===== src/core/chg_defines.svh =====
`ifndef CHG_DEFINES_SVH
`define CHG_DEFINES_SVH
// Register addresses on the byte-wide register port.
`define CHG_ADDR_CONFIG_ONE 8'h49
`define CHG_ADDR_CONFIG_TWO 8'h4A
`define CHG_ADDR_CONFIG_THREE 8'h4B
// Reset values loaded into the three configuration registers.
`define CHG_RST_CONFIG_ONE 8'h0C
`define CHG_RST_CONFIG_TWO 8'h1A
`define CHG_RST_CONFIG_THREE 8'h80
// Field positions in the first configuration register.
`define CHG_ONE_TMR_HI 7
`define CHG_ONE_TMR_LO 6
`define CHG_ONE_DISCHARGE 5
`define CHG_ONE_THERM_BIAS 4
`define CHG_ONE_ISCALE_HI 3
`define CHG_ONE_ISCALE_LO 2
`define CHG_ONE_TERM_OFF 1
`define CHG_ONE_SUSPEND 0
// Field positions in the second configuration register.
`define CHG_TWO_DYN_TIMER 7
`define CHG_TWO_PRE_THRESH 6
`define CHG_TWO_LDO 5
`define CHG_TWO_TMR_EN 4
`define CHG_TWO_VREG_HI 3
`define CHG_TWO_VREG_LO 2
`define CHG_TWO_ON_HI 1
`define CHG_TWO_BOOT 0
// Field positions in the third configuration register.
`define CHG_THREE_ON_LO 7
`define CHG_THREE_SYSV_HI 6
`define CHG_THREE_SYSV_LO 5
`define CHG_THREE_PRE_TMR 4
`define CHG_THREE_TERMINATION_CURRENT_FACTOR_HI 3
`define CHG_THREE_TERMINATION_CURRENT_FACTOR_LO 2
`define CHG_THREE_IPRE_HI 1
`define CHG_THREE_IPRE_LO 0
// Timer lengths in minutes.
`define CHG_SAFETY_4H_MIN 16'd240
`define CHG_SAFETY_6H_MIN 16'd360
`define CHG_SAFETY_8H_MIN 16'd480
`define CHG_PRE_30_MIN 16'd30
`define CHG_PRE_60_MIN 16'd60
// One minute in seconds, and the clock rate in hertz.
`define CHG_MINUTE_S 60
`define CHG_CLK_HZ 100000000
`endif


===== src/core/chg_pkg.sv =====
package chg_pkg;
  // Charge phases, in the order a normal cycle walks through them.
  typedef enum logic [2:0] {
    CHG_IDLE, CHG_PRECHARGE, CHG_CONST_CURRENT, CHG_CONST_VOLTAGE, CHG_DONE, CHG_FAULT
  } chg_phase_e;
  // Comparator and system inputs, all asynchronous to sys_clk.
  typedef struct packed {
    logic charger_input_short;
    logic below_precharge_threshold;
    logic battery_short;
    logic die_over_temp;
    logic system_below_threshold;
    logic at_regulation_voltage;
    logic below_termination_current;
    logic step_down_converter_two_on;
    logic sleep_state;
    logic boot_in_progress;
    logic voltage_range_bit;
  } chg_sense_s;
  // Settings driven to the analogue charger loops.
  typedef struct packed {
    logic charge_enable;
    logic use_precharge_current;
    logic foldback;
    logic [1:0] fast_current_scale;
    logic [1:0] precharge_current_factor;
    logic [1:0] termination_current_factor;
    logic [2:0] regulation_voltage_select;
    logic [1:0] system_voltage_threshold;
    logic precharge_threshold_select;
    logic thermistor_bias_on;
    logic discharge_switch_enable;
    logic termination_enable;
    logic converter_two_tracking;
  } chg_ctrl_s;
  // Fault flags reported by the control logic.
  typedef struct packed {
    logic input_short;
    logic battery_short;
    logic safety_timeout;
    logic precharge_timeout;
  } chg_fault_s;
endpackage


===== src/core/chg_ctrl.sv =====
`timescale 1ns/1ps
`include "chg_defines.svh"
// Notes on behaviour
// Charge walks precharge, constant current, constant voltage.
// Reduce current when hot or system low.
// Enabled charger limits current or holds voltage.
// Below precharge threshold selects precharge current.
// Protection loops override current and voltage loops.
// Three comparators flag faults and steer converter.
// Safety timer code selects four, six, eight hours.
// Current scaling field scales fast-charge current.
// Discharge, bias, termination off, suspend bits.
// Second register: dynamic timer, threshold, LDO, timer, boot.
// Third register bits 6:5 pick system threshold.
// Precharge timer is thirty or sixty minutes.
// Third register bits 3:2 pick termination factor.
// Third register bits 1:0 pick precharge factor.
// Charger on code split across two registers.
// Regulation voltage combines range bit and field.
// Active charger forces thermistor bias on.
// LDO mode: no termination, timers reset, no discharge.
// Host clears charger-on after pack removal.
module chg_ctrl
  import chg_pkg::*;
#(
  parameter longint MINUTE_CYCLES = longint'(`CHG_MINUTE_S) * longint'(`CHG_CLK_HZ)
) (
  input wire logic sys_clk,
  input wire logic nrst,
  input wire logic [7:0] reg_addr,
  input wire logic reg_write,
  input wire logic [7:0] reg_wdata,
  output logic [7:0] reg_rdata,
  input wire chg_sense_s sense_in,
  output chg_ctrl_s ctrl_out,
  output chg_fault_s fault_out,
  output chg_phase_e phase_out
);

  // The three configuration registers.
  logic [7:0] charger_config_one;
  logic [7:0] charger_config_two;
  logic [7:0] charger_config_three;
  // Two-stage synchroniser for the comparator inputs.
  chg_sense_s sense_meta;
  chg_sense_s sense;
  // Current phase and its next value.
  chg_phase_e phase;
  chg_phase_e next_phase;
  // Minute prescaler, minute tick and the two minute counters.
  logic [63:0] prescale;
  logic minute_tick;
  logic [15:0] safety_minutes;
  logic [15:0] precharge_minutes;
  // Decoded controls.
  logic charger_on;
  logic ldo_mode;
  logic foldback;
  logic safety_expired;
  logic precharge_expired;

  // Maps the safety timer code to minutes; the unlisted code 01 falls back to the shortest time.
  function automatic logic [15:0] safety_limit(input logic [1:0] code);
    case (code)
      2'b10: safety_limit = `CHG_SAFETY_6H_MIN;
      2'b11: safety_limit = `CHG_SAFETY_8H_MIN;
      default: safety_limit = `CHG_SAFETY_4H_MIN;
    endcase
  endfunction

  // Register writes; unmatched addresses are ignored.
  always_ff @(posedge sys_clk or negedge nrst) begin
    if (!nrst) begin
      charger_config_one <= `CHG_RST_CONFIG_ONE;
      charger_config_two <= `CHG_RST_CONFIG_TWO;
      charger_config_three <= `CHG_RST_CONFIG_THREE;
    end else if (reg_write) begin
      if (reg_addr == `CHG_ADDR_CONFIG_ONE) begin
        charger_config_one <= reg_wdata;
      end else if (reg_addr == `CHG_ADDR_CONFIG_TWO) begin
        charger_config_two <= reg_wdata;
      end else if (reg_addr == `CHG_ADDR_CONFIG_THREE) begin
        charger_config_three <= reg_wdata;
      end
    end
  end

  // Read data is registered; unmapped addresses read as zero.
  always_ff @(posedge sys_clk or negedge nrst) begin
    if (!nrst) begin
      reg_rdata <= 8'h00;
    end else if (reg_addr == `CHG_ADDR_CONFIG_ONE) begin
      reg_rdata <= charger_config_one;
    end else if (reg_addr == `CHG_ADDR_CONFIG_TWO) begin
      reg_rdata <= charger_config_two;
    end else if (reg_addr == `CHG_ADDR_CONFIG_THREE) begin
      reg_rdata <= charger_config_three;
    end else begin
      reg_rdata <= 8'h00;
    end
  end

  // Comparators are analogue, so every bit passes two flops before use.
  always_ff @(posedge sys_clk or negedge nrst) begin
    if (!nrst) begin
      sense_meta <= '0;
      sense <= '0;
    end else begin
      sense_meta <= sense_in;
      sense <= sense_meta;
    end
  end

  // Charger on code: upper bit in the second register, lower in the third.
  // In sleep code 1x turns the charger on; in normal operation only 11 does.
  always_comb begin
    logic [1:0] on_code;
    on_code = {charger_config_two[`CHG_TWO_ON_HI], charger_config_three[`CHG_THREE_ON_LO]};
    charger_on = sense.step_down_converter_two_on && on_code[1] && (sense.sleep_state || on_code[0]);
    // During boot charging is held off unless boot charging is allowed.
    if (sense.boot_in_progress && !charger_config_two[`CHG_TWO_BOOT]) begin
      charger_on = 1'b0;
    end
    // Suspend stops charging while keeping the configuration.
    if (charger_config_one[`CHG_ONE_SUSPEND]) begin
      charger_on = 1'b0;
    end
  end

  // LDO mode needs the LDO bit and termination disabled together.
  assign ldo_mode = charger_config_two[`CHG_TWO_LDO] && charger_config_one[`CHG_ONE_TERM_OFF];
  // Thermal and system-voltage loops both pull the current down.
  assign foldback = sense.die_over_temp || sense.system_below_threshold;
  assign safety_expired = charger_config_two[`CHG_TWO_TMR_EN] &&
    (safety_minutes >= safety_limit({charger_config_one[`CHG_ONE_TMR_HI], charger_config_one[`CHG_ONE_TMR_LO]}));
  assign precharge_expired = charger_config_two[`CHG_TWO_TMR_EN] &&
    (precharge_minutes >= (charger_config_three[`CHG_THREE_PRE_TMR] ? `CHG_PRE_60_MIN : `CHG_PRE_30_MIN));

  // One-minute enable pulse; the length is a parameter so simulation can shorten it.
  always_ff @(posedge sys_clk or negedge nrst) begin
    if (!nrst) begin
      prescale <= 64'h0;
      minute_tick <= 1'b0;
    end else if (prescale >= 64'(MINUTE_CYCLES - 1)) begin
      prescale <= 64'h0;
      minute_tick <= 1'b1;
    end else begin
      prescale <= prescale + 64'h1;
      minute_tick <= 1'b0;
    end
  end

  // Safety and precharge timers. Dynamic timing pauses them during foldback,
  // trading a longer cycle for no false timeouts under a weak supply.
  always_ff @(posedge sys_clk or negedge nrst) begin
    if (!nrst) begin
      safety_minutes <= 16'h0;
      precharge_minutes <= 16'h0;
    end else if (ldo_mode || phase == CHG_IDLE || phase == CHG_FAULT) begin
      safety_minutes <= 16'h0;
      precharge_minutes <= 16'h0;
    end else if (minute_tick && !(charger_config_two[`CHG_TWO_DYN_TIMER] && foldback)) begin
      if (safety_minutes != 16'hFFFF) begin
        safety_minutes <= safety_minutes + 16'h1;
      end
      if (phase == CHG_PRECHARGE && precharge_minutes != 16'hFFFF) begin
        precharge_minutes <= precharge_minutes + 16'h1;
      end
    end
  end

  // Phase selection. Charger off wins, then faults, then a low battery forces precharge.
  always_comb begin
    next_phase = phase;
    case (phase)
      CHG_FAULT: begin
        // A fault holds until the host turns the charger off.
        if (!charger_on) begin
          next_phase = CHG_IDLE;
        end
      end
      default: begin
        if (!charger_on) begin
          next_phase = CHG_IDLE;
        end else if (sense.charger_input_short || sense.battery_short) begin
          next_phase = CHG_FAULT;
        end else if (safety_expired || (phase == CHG_PRECHARGE && precharge_expired)) begin
          next_phase = CHG_FAULT;
        end else if (sense.below_precharge_threshold) begin
          next_phase = CHG_PRECHARGE;
        end else if (phase == CHG_IDLE || phase == CHG_PRECHARGE) begin
          next_phase = CHG_CONST_CURRENT;
        end else if (phase == CHG_CONST_CURRENT && sense.at_regulation_voltage) begin
          next_phase = CHG_CONST_VOLTAGE;
        end else if (phase == CHG_CONST_VOLTAGE && sense.below_termination_current &&
                     !charger_config_one[`CHG_ONE_TERM_OFF] && !ldo_mode) begin
          next_phase = CHG_DONE;
        end
      end
    endcase
  end

  // Phase register.
  always_ff @(posedge sys_clk or negedge nrst) begin
    if (!nrst) begin
      phase <= CHG_IDLE;
    end else begin
      phase <= next_phase;
    end
  end

  // Registered phase output.
  always_ff @(posedge sys_clk or negedge nrst) begin
    if (!nrst) begin
      phase_out <= CHG_IDLE;
    end else begin
      phase_out <= next_phase;
    end
  end

  // Fault flags follow the fault phase; they clear when the charger is turned off.
  always_ff @(posedge sys_clk or negedge nrst) begin
    if (!nrst) begin
      fault_out <= '0;
    end else if (next_phase == CHG_FAULT) begin
      fault_out.input_short <= fault_out.input_short | sense.charger_input_short;
      fault_out.battery_short <= fault_out.battery_short | sense.battery_short;
      fault_out.safety_timeout <= fault_out.safety_timeout | safety_expired;
      fault_out.precharge_timeout <= fault_out.precharge_timeout |
        (phase == CHG_PRECHARGE && precharge_expired);
    end else begin
      fault_out <= '0;
    end
  end

  // Settings for the analogue loops, all registered.
  always_ff @(posedge sys_clk or negedge nrst) begin
    if (!nrst) begin
      ctrl_out <= '0;
    end else begin
      // Current or voltage loop runs only in the active charging phases.
      ctrl_out.charge_enable <= (next_phase == CHG_PRECHARGE || next_phase == CHG_CONST_CURRENT ||
                                 next_phase == CHG_CONST_VOLTAGE);
      ctrl_out.use_precharge_current <= sense.below_precharge_threshold;
      // Foldback overrides whatever loop is regulating.
      ctrl_out.foldback <= foldback;
      ctrl_out.fast_current_scale <= {charger_config_one[`CHG_ONE_ISCALE_HI],
                                      charger_config_one[`CHG_ONE_ISCALE_LO]};
      ctrl_out.precharge_current_factor <= {charger_config_three[`CHG_THREE_IPRE_HI],
                                            charger_config_three[`CHG_THREE_IPRE_LO]};
      ctrl_out.termination_current_factor <= {charger_config_three[`CHG_THREE_TERMINATION_CURRENT_FACTOR_HI],
                                              charger_config_three[`CHG_THREE_TERMINATION_CURRENT_FACTOR_LO]};
      ctrl_out.regulation_voltage_select <= {sense.voltage_range_bit, charger_config_two[`CHG_TWO_VREG_HI],
                                             charger_config_two[`CHG_TWO_VREG_LO]};
      ctrl_out.system_voltage_threshold <= {charger_config_three[`CHG_THREE_SYSV_HI],
                                            charger_config_three[`CHG_THREE_SYSV_LO]};
      ctrl_out.precharge_threshold_select <= charger_config_two[`CHG_TWO_PRE_THRESH];
      // An active charger needs the thermistor to qualify the pack.
      ctrl_out.thermistor_bias_on <= charger_config_one[`CHG_ONE_THERM_BIAS] || charger_on;
      ctrl_out.discharge_switch_enable <= charger_config_one[`CHG_ONE_DISCHARGE] && !ldo_mode;
      ctrl_out.termination_enable <= !charger_config_one[`CHG_ONE_TERM_OFF] && !ldo_mode;
      // Converter two tracks the battery only in fast charge with no fault.
      ctrl_out.converter_two_tracking <= (next_phase == CHG_CONST_CURRENT ||
                                          next_phase == CHG_CONST_VOLTAGE) &&
                                         !sense.below_precharge_threshold;
    end
  end

endmodule


===== config.mk =====
export PLATFORM = sky130hd
export DESIGN_NAME = chg_ctrl
export DESIGN_NICKNAME = d
export VERILOG_FILES = /design/src/core/chg_pkg.sv /design/src/core/chg_ctrl.sv
export VERILOG_INCLUDE_DIRS = /design/src /design/src/core
export SDC_FILE = /design/constraint.sdc
export NUM_CORES = 1
export LEC_CHECK = 0
export BUFFER_PORTS_ARGS = -buffer_cell sky130_fd_sc_hd__clkbuf_2
export CAP_MARGIN = 20
export CORE_UTILIZATION = 46
export DETAILED_ROUTE_END_ITERATION = 10
export RECOVER_POWER = 25
export SKIP_LAST_GASP = 1
export SYNTH_ARGS = -nofsm -noshare
export SYNTH_HDL_FRONTEND = slang
export SYNTH_SLANG_ARGS = --single-unit

===== constraint.sdc =====
create_clock -name sys_clk -period 4.9 [get_ports sys_clk]
set_input_delay 0.49 -clock sys_clk [delete_from_list [all_inputs] [get_ports sys_clk]]
set_output_delay 0.49 -clock sys_clk [all_outputs]
set_load 0.02 [all_outputs]

==> results of run 1 <==
[metal layers]
metal  vias to the layer above  routed length, um  part of all wire (%)  global-route usage (%)
met5                         -                  0                     0                       0
met4                         0                119                  0.86                    5.19
met3                        10                519                   3.7                    4.71
met2                        93               6770                    49                    30.0
met1                      2408               6480                    47                    24.1
li1                       2374                  -                     -                       -
[flip-flops by register name, summed over array words and instances (netlist names), 4 cells and up]
register              flops
precharge_minutes        16
sense_meta               11
charger_config_two        8
charger_config_three      8
charger_config_one        8
prescale                 64
ctrl_out                 19
fault_out                 4
sense                    11
reg_rdata                 8
safety_minutes           16
[final timing paths]
check                      cells after the start  slack (ns)               endpoint
max                                            7        2.53           prescale[17]
max in group asynchronous                      2        3.86  charger_config_two[3]
min in group sys_clk                           1        0.18          sense_meta[7]
min                                            1        0.11  precharge_minutes[14]
max reg2reg                                    7        2.53           prescale[17]
min reg2reg                                    0        0.35            ctrl_out[9]
[worst max-delay path: stages, from the launching register on]
cell	delay, ns
dfrtp_1	0.38
ha_1	0.24
nand3_1	0.13
nor4_1	0.32
a21oi_2	0.12
o211ai_4	0.57
buf_4	0.41
nor2_2	0.07
[stage by stage]
step	total power, uW	cell area [um^2]
2_1_floorplan	1580	7540
3_3_place_gp	1650	8090
3_5_place_dp	1650	8090
4_1_cts	3020	8690
5_1_grt	3090	8690
6_report	2980	8690
[cell families after synthesis]
kind of cell,after synthesis
mux,35
xor+xnor,51
fa+ha+maj,10
flops,177
other cells,1
buf+inv,38
compound gates,67
simple gates,244
[synthesized netlist by cell type (all sizes together) (4+ instances only)]
master  count  area share (%)
a211oi     14             1.5
a21oi      14            0.99
a22oi       8            0.81
a31o        4            0.47
a31oi       4            0.34
and3        9            0.76
and4        5            0.59
buf         4            0.52
clkbuf     13            0.66
dfrtp     171              58
dfstp       6             2.1
ha         10             1.7
inv        21             1.1
mux2       32             4.9
nand2      24             1.2
nand3      33             2.3
nand4      22             1.9
nor2       90             5.6
nor3       13            0.94
nor4       20             2.4
nor4b       6            0.71
o21ai       8            0.54
or3         5            0.42
xnor2      30             3.5
xor2       21             2.5
[area by class of cell]
type	instances	area (um^2)
clock inverter	12	144
tap	216	270
fill	1348	7140
sequential	177	4440
multi-input combinational	438	2940
timing repair buffer	67	364
clock buffer	20	457
inverter	21	78.8
[power breakdown]
part	leakage [uW]	total, uW	switching [uW]	internal (uW)
Clock	0.000290	1360	567	789
Sequential	0.00230	1520	20.0	1500
Combinational	0.00125	98.3	64.8	33.5
==> flow_metrics.env, run 1 <==
export IMPL_clk_pin_slew_worst_paths_ns=0.06
export IMPL_avgViaCountPerCell=5.14
export IMPL_min_period_ns=2.37
export IMPL_overflow=0
export IMPL_p_leak_uw=0.00384
export IMPL_rows=46
export IMPL_fin_ws_ns=2.53
export IMPL_tritoncts="built"
export IMPL_critPathRequiredTime_ns=5.20
export IMPL_core_area_um2=15800
export IMPL_critPathKind="flop to flop"
export IMPL_tightest_slew_ns=0.968
export IMPL_antenna_cells=0
export IMPL_drv_cap=0
export IMPL_final_cell_mix="dfrtp_1 (171), clkbuf_2 (62), nor2_1 (60)"
export IMPL_endpoint_kind="flop"
export IMPL_cts_setup_buffers=0
export IMPL_final_layout_size_suffix_gt1_share_pct=22.6
export IMPL_final_setup_tns_ns=0
export IMPL_first_global_vias=4810
export IMPL_slew_headroom_pct=34.9
export IMPL_antenna_found_initial=0
export IMPL_synth_cell_type_count=62
export IMPL_rsz0062_at_grt="false"
export IMPL_routedWlPerCell_um=14.6
export IMPL_routed_via_count=4885
export IMPL_clock_sinks=177
export IMPL_slew_viol_final=0
export IMPL_synth_top_family_by_area="simple AND/OR/NAND/NOR gates"
export IMPL_chipHeight_um=129
export IMPL_hp_class="primary input to async pin"
export IMPL_firstDrtPassIters=4
export IMPL_final_core_utilization_pct=54.9
export IMPL_ys_ff_latch=177
export IMPL_synth_compound_area_share_pct=6.67
export IMPL_synth_simple_area_share_pct=18.3
export IMPL_fin_cells=951
export IMPL_setup_viol=0
export IMPL_place_hpwl_mm=9.62
export IMPL_num_nets_final=762
export IMPL_post_place_cells=919
export IMPL_synth_avg_cell_area_um2=11.9
export IMPL_ys_flop_type="dfrtp_1"
export IMPL_fmax_mhz=422
export IMPL_timing_hold_ws_ns=0.109
export IMPL_drt_iter0_drc=263
export IMPL_cts_made_buffers=17
export IMPL_cts_resized=0
export IMPL_gp_congestion=0.810
export IMPL_fin_skew_ns=0.0106
export IMPL_cts_root_buf="clkbuf_16"
export IMPL_grt_pass1_wl_mm=23.5
export IMPL_cp_startpoint="prescale[0]"
export IMPL_antenna_left=0
export IMPL_crit_fanout=18
export IMPL_ys_warn_count=0
export IMPL_dieArea_um2=16700
export IMPL_synthMuxAreaShare_pct=5.26
export IMPL_seq_area_frac_synth_pct=59.7
export IMPL_final_hold_violation_count=0
export IMPL_grtUsageTotal_pct=18.3
export IMPL_route_detailed_drc=0
export IMPL_layout_commonest_cell="dfrtp_1"
export IMPL_synth_adder_area_share_pct=1.68
export IMPL_startpoint_type="flop"
export IMPL_die_x_um=129
export IMPL_start_util_pct=46.9
export IMPL_synth_cell_area_um2=7430
export IMPL_r2r_start="prescale[0]"
export IMPL_status="complete, no violations"
export IMPL_irDropWorstVdd_mv=0.240
export IMPL_io_buffers=63
export IMPL_clockBufferDepth=2
export IMPL_cp_arrival_ns=2.67
export IMPL_insertion_delay_ns=0.42
export IMPL_ios=64
export IMPL_synth_edf_count=0
export IMPL_netlist_instances=623
export IMPL_areaGrowthSynthToFinish_pct=17.0
export IMPL_wl_mm=13.9
export IMPL_pre_cts_slack_ns=2.52
export IMPL_p_per_area_nw_per_um2=342
export IMPL_fin_crit_sh_pct=48.4
export IMPL_synth_xor_area_share_pct=6.01
export IMPL_h_tree_depth=4
export IMPL_grt_max_degree=93
export IMPL_ctsHoldBuffers=0
export IMPL_async_flop_share_pct=100
Power figures use the tool's default switching activity.
==> run 2: changes to the inputs <==
--- a/config.mk
+++ b/config.mk
@@ -10,6 +10,7 @@
 export CAP_MARGIN = 20
 export CORE_UTILIZATION = 46
 export DETAILED_ROUTE_END_ITERATION = 10
+export PLACE_DENSITY = 0.67
 export RECOVER_POWER = 25
 export SKIP_LAST_GASP = 1
 export SYNTH_ARGS = -nofsm -noshare
==> constraint.sdc (replaced) <==
create_clock -name sys_clk -period 2.1 [get_ports sys_clk]
set_input_delay 0.21 -clock sys_clk [delete_from_list [all_inputs] [get_ports sys_clk]]
set_output_delay 0.21 -clock sys_clk [all_outputs]
set_load 0.02 [all_outputs]
==> flow_metrics.env, run 2 (synthesis results as in run 1) <==
export IMPL_reg2regPathDepth=7
export IMPL_grt_pass1_wl_mm=24.9
export IMPL_avgViaCountPerCell=5.15
export IMPL_seq_power_share_pct=49.8
export IMPL_cp_cell_sequence="nor2_4 -> ha_4 -> and4b_1 -> o311a_1 -> a221o_1 -> o31ai_4 -> nor2_1"
export IMPL_final_hold_violation_count=0
export IMPL_gp_congestion=0.920
export IMPL_fin_skew_ns=0.0112
export IMPL_layout_commonest_cell="dfrtp_1"
export IMPL_final_cell_mix="dfrtp_1 (171), clkbuf_2 (63), nor2_1 (59)"
export IMPL_chipHeight_um=129
export IMPL_core_area_um2=15800
export IMPL_crit_family="compound AO/OA/AOI/OAI gates"
export IMPL_cp_slowest_cell="dfrtp_1"
export IMPL_cp_arrival_ns=2.36
export IMPL_regMostFlops="prescale"
export IMPL_drv_cap=0
export IMPL_insertion_delay_ns=0.43
export IMPL_worstReg2RegEnd="fault_out[3]"
export IMPL_fin_crit_sh_pct=97.9
export IMPL_drt_iter0_drc=309
export IMPL_fmax_mhz=487
export IMPL_slowest_delay_ns=0.42
export IMPL_r2r_start="charger_config_one[6]"
export IMPL_startpoint_type="flop"
export IMPL_route_detailed_drc=0
export IMPL_antenna_left=0
export IMPL_tritoncts="built"
export IMPL_largest_reg_flops=64
export IMPL_netSwitchingPower_uw=1540
export IMPL_p_leak_uw=0.00417
export IMPL_final_core_utilization_pct=58.6
export IMPL_p_clk_share_pct=46.4
export IMPL_min_from="reg_wdata[7]"
export IMPL_slew_headroom_pct=1.61
export IMPL_holdPathEnd="charger_config_two[7]"
export IMPL_endpoint_kind="flop"
export IMPL_hp_class="primary input to flop"
export IMPL_p_int_uw=5580
export IMPL_num_nets_final=820
export IMPL_clockBufferDepth=2
export IMPL_slew_viol_final=0
export IMPL_firstDrtPassIters=5
export IMPL_rsz0062_at_grt="true"
export IMPL_die_x_um=129
export IMPL_grt_max_degree=58
export IMPL_clock_sinks=177
export IMPL_areaGrowthSynthToFinish_pct=24.9
export IMPL_critPathKind="flop to flop"
export IMPL_place_hpwl_mm=10.5
export IMPL_swShare_pct=21.6
export IMPL_rows=46
export IMPL_setup_viol=0
export IMPL_grtUsageTotal_pct=19.4
export IMPL_status="complete, no violations"
export IMPL_routed_via_count=5196
export IMPL_r2r_slack_ns=0.04
export IMPL_p_per_area_nw_per_um2=767
export IMPL_clk_pin_slew_worst_paths_ns=0.06
export IMPL_crit_buf_inv=0
export IMPL_antenna_found_initial=0
export IMPL_min_path_cells=2
export IMPL_wl_mm=14.8
export IMPL_start_util_pct=46.9
export IMPL_final_setup_tns_ns=0
export IMPL_cts_made_buffers=17
export IMPL_tightest_slew_ns=1.48
export IMPL_min_period_ns=2.06
export IMPL_crit_fanout=4
export IMPL_fin_cells=1009
export IMPL_overflow=0
export IMPL_final_layout_size_suffix_gt1_share_pct=27.6
export IMPL_critPathRequiredTime_ns=2.40
export IMPL_h_tree_depth=4
export IMPL_post_place_cells=959
export IMPL_io_buffers=63
export IMPL_first_global_vias=5091
export IMPL_routedWlPerCell_um=14.7
export IMPL_irDropWorstVdd_mv=0.596
export IMPL_dieArea_um2=16700
export IMPL_antenna_cells=0
export IMPL_cts_root_buf="clkbuf_16"
export IMPL_reg_top3="prescale: 64 flops, ctrl_out: 19 flops"
export IMPL_comb_power_share_pct=3.8
export IMPL_ios=64
-- run 2: changes by cell type in the layout (fill, tap and decap cells not counted), sizes merged --
cell and change:
clkbuf +2, dlygate4sd3 +12, bufinv +1, buf +44, clkinvlp -1
-- run 2: how the worst max path moves through the flow --
stage / startpoint / to / slack, ns / cells past startpoint
5_1_grt: charger_config_one[6] / fault_out[3] / -0.06 / 7
4_1_cts: charger_config_one[7] / fault_out[3] / -0.00002 / 8
6_report: charger_config_one[6] / fault_out[3] / 0.04 / 7
3_3_place_gp: charger_config_one[7] / fault_out[3] / -0.05 / 8
2_1_floorplan: charger_config_one[7] / fault_out[0] / 0.03 / 8
3_5_place_dp: charger_config_one[7] / fault_out[3] / -0.12 / 8
-- run 2: final cells by class --
class	instances	area, um^2
multi-input combinational	438	3000
tap	216	270
clock inverter	12	173
inverter	21	78.8
fill	1304	6550
sequential	177	4440
timing repair buffer	125	866
clock buffer	20	457
-- run 2: metrics by stage --
step | total power, uW | instance area, um^2 | hold slack [ns] | setup slack, ns
final | 7120 | 9280 | 0.0362 | 0.0447
after floorplan | 3700 | 7550 | -0.0856 | 0.0304
after detailed placement | 3870 | 8420 | 0.221 | -0.125
after CTS | 7200 | 9200 | 0.0248 | -0.0000153
after global routing | 7380 | 9280 | 0.0432 | -0.0616
after global placement | 3860 | 8420 | 0.214 | -0.0467
-- run 2: per-layer routing --
metal,share of wire [%],vias up,track usage (%)
met5,0,-,0
met4,1.5,0,7.06
met3,4.6,21,3.96
met2,49,143,32.1
met1,45,2547,25.6
li1,-,2485,-
-- run 2: power by group through the flow --
stage | clock network, uW | registers, uW | logic, uW
2_1_floorplan | 0 | 3620 | 79.4
3_3_place_gp | 0 | 3610 | 251
3_5_place_dp | 0 | 3610 | 257
4_1_cts | 3380 | 3550 | 278
5_1_grt | 3520 | 3550 | 312
6_report | 3300 | 3550 | 272
-- run 2: what timing repair did --
action                                 in CTS  in global routing
gates resized for setup                     3                  5
cloned                                      0                  1
endpoints found under the hold margin      59                  0
setup buffers                               2                  3
pin swaps                                   3                 10
setup endpoints to repair                   8                 42
hold buffers                               12                  0
==> run 3: changes to the inputs <==
--- a/config.mk
+++ b/config.mk
@@ -8,6 +8,7 @@
 export LEC_CHECK = 0
 export BUFFER_PORTS_ARGS = -buffer_cell sky130_fd_sc_hd__clkbuf_2
 export CAP_MARGIN = 20
+export CORE_ASPECT_RATIO = 1.75
 export CORE_UTILIZATION = 46
 export DETAILED_ROUTE_END_ITERATION = 10
 export PLACE_DENSITY = 0.67
==> flow_metrics.env, run 3 (synthesis results as in run 1) <==
export IMPL_overflow=0
export IMPL_num_nets_final=814
export IMPL_tritoncts="built"
export IMPL_setup_viol=1
export IMPL_clk_pin_slew_worst_paths_ns=0.07
export IMPL_hp_class="primary input to flop"
export IMPL_critPathRequiredTime_ns=2.40
export IMPL_ios=64
export IMPL_io_buffers=63
export IMPL_tightest_slew_ns=1.26
export IMPL_grt_use_met2_pct=36.9
export IMPL_startpoint_type="flop"
export IMPL_place_hpwl_mm=10.8
export IMPL_final_layout_size_suffix_gt1_share_pct=27.6
export IMPL_cp_arrival_ns=2.41
export IMPL_critPathKind="flop to flop"
export IMPL_layout_commonest_cell="dfrtp_1"
export IMPL_core_area_um2=15800
export IMPL_fin_crit_sh_pct=100
export IMPL_grt_use_met3_pct=4.11
export IMPL_cts_root_buf="clkbuf_16"
export IMPL_routed_via_count=5250
export IMPL_post_place_cells=927
export IMPL_areaGrowthSynthToFinish_pct=26.1
export IMPL_drv_cap=0
export IMPL_endpoint_kind="flop"
export IMPL_pre_cts_slack_ns=-0.208
export IMPL_final_hold_violation_count=0
export IMPL_grt_max_degree=58
export IMPL_antenna_found_initial=0
export IMPL_final_cell_mix="dfrtp_1 (171), clkbuf_2 (63), nor2_1 (58)"
export IMPL_min_period_ns=2.11
export IMPL_p_leak_uw=0.00417
export IMPL_first_global_vias=5455
export IMPL_irDropWorstVdd_mv=0.611
export IMPL_top_usage_layer="met2"
export IMPL_grt_pass1_wl_mm=25.8
export IMPL_rsz0062_at_grt="true"
export IMPL_wl_mm=15.5
export IMPL_antenna_cells=0
export IMPL_status="finished with violations"
export IMPL_p_per_area_nw_per_um2=748
export IMPL_regMostFlops="prescale"
export IMPL_start_util_pct=47.0
export IMPL_slew_viol_final=0
export IMPL_reg_top3="prescale: 64 flops, ctrl_out: 19 flops"
export IMPL_slew_headroom_pct=15.9
export IMPL_crit_fanout=4
export IMPL_firstDrtPassIters=8
export IMPL_fin_skew_ns=0.0104
export IMPL_fin_ws_ns=-0.00742
export IMPL_routedWlPerCell_um=15.9
export IMPL_fmax_mhz=475
export IMPL_clock_sinks=177
export IMPL_chipHeight_um=170
export IMPL_rows=61
export IMPL_avgViaCountPerCell=5.38
export IMPL_cts_made_buffers=17
export IMPL_gp_congestion=0.831
export IMPL_failed_checks="design-rule violations, negative setup slack"
export IMPL_gr_usage_met1_pct=21.4
export IMPL_insertion_delay_ns=0.43
export IMPL_dieArea_um2=16700
export IMPL_h_tree_depth=4
export IMPL_fin_cells=976
export IMPL_antenna_left=0
export IMPL_largest_reg_flops=64
export IMPL_grtUsageTotal_pct=19.8
export IMPL_clockBufferDepth=2
export IMPL_route_detailed_drc=15
export IMPL_drt_iter0_drc=226
export IMPL_die_x_um=98.1
==> run 3: cell count changes in the layout (fill, tap and decap cells not counted), moves of 2 or more <==
| cell | previous run | this run |
|---|---|---|
| inv_8 | 2 | 4 |
| clkinv_8 | 0 | 4 |
| nor2_2 | 30 | 8 |
| nor2_4 | 1 | 24 |
| buf_4 | 46 | 36 |
| clkbuf_16 | 18 | 20 |
| bufinv_16 | 3 | 1 |
| clkbuf_8 | 2 | 0 |
==> run 3: power by group <==
group | internal [uW] | leakage [uW] | switching, uW | total, uW
clock network | 1710 | 0.000293 | 1470 | 3190
logic | 108 | 0.00157 | 164 | 272
registers | 3500 | 0.00230 | 40.4 | 3540
total | 5320 | 0.00417 | 1680 | 7000
==> run 3: worst paths after layout <==
| check | from | endpoint | slack (ns) | cells after the start |
|---|---|---|---|---|
| worst max-delay path | charger_config_one[7] | fault_out[1] | -0.007 | 8 |
| worst min-delay path | reg_wdata[0] | charger_config_two[0] | 0.03 | 2 |
| worst max register to register | charger_config_one[7] | fault_out[1] | -0.007 | 8 |
| worst min register to register | sense[0] | ctrl_out[9] | 0.34 | 0 |
| max in group asynchronous | nrst | charger_config_two[1] | 0.45 | 3 |
| min in group asynchronous | nrst | safety_minutes[12] | 0.58 | 2 |
==> run 3: layout make-up <==
cell class | instances | area [um^2]
Fill cell | 1253 | 6430
Timing Repair Buffer | 119 | 872
Multi-Input combinational cell | 438 | 3130
Tap cell | 189 | 236
Clock buffer | 17 | 425
Inverter | 21 | 78.8
Clock inverter | 15 | 190
Sequential cell | 177 | 4440
==> run 3: repair_timing <==
| action | CTS | global route |
|---|---|---|
| resized for setup | 3 | 32 |
| pin swaps | 5 | 27 |
| endpoints found under the setup margin | 9 | 43 |
| hold endpoints to repair | 52 | 0 |
| gates cloned | 0 | 4 |
| hold buffers | 12 | 0 |
| buffers inserted | 1 | 0 |
==> run 3: worst max-delay path, cell delays in order, from the launching register on <==
cell and delay, ns:
dfrtp_1 0.37, inv_2 0.06, nor2_4 0.13, ha_4 0.21, and4b_1 0.16, o311a_1 0.28, a221o_2 0.37, o31ai_4 0.31
nor2_1 0.10
==> run 3: routing by layer <==
| metal | up-vias | share of wire [%] | wire (um) |
|---|---|---|---|
| li1 | 2480 | - | - |
| met2 | 113 | 57 | 8810 |
| met3 | 36 | 3.2 | 499 |
| met4 | 0 | 2.8 | 435 |
| met5 | - | 0 | 0 |
| met1 | 2621 | 37 | 5790 |
==> run 3: metrics by stage <==
stage / power [uW] / util (%) / cell area (um^2) / hold WS (ns) / setup TNS [ns]
finish: 7000 / 59.3 / 9370 / 0.0336 / -0.00742
global placement: 3850 / 52.9 / 8370 / 0.176 / -0.180
floorplan: 3700 / - / 7550 / -0.0856 / 0
detailed placement: 3860 / 52.9 / 8370 / 0.184 / -1.15
global route: 7260 / 59.3 / 9370 / 0.0324 / -1.07
CTS: 7080 / 57.7 / 9120 / 0.0218 / -0.0651
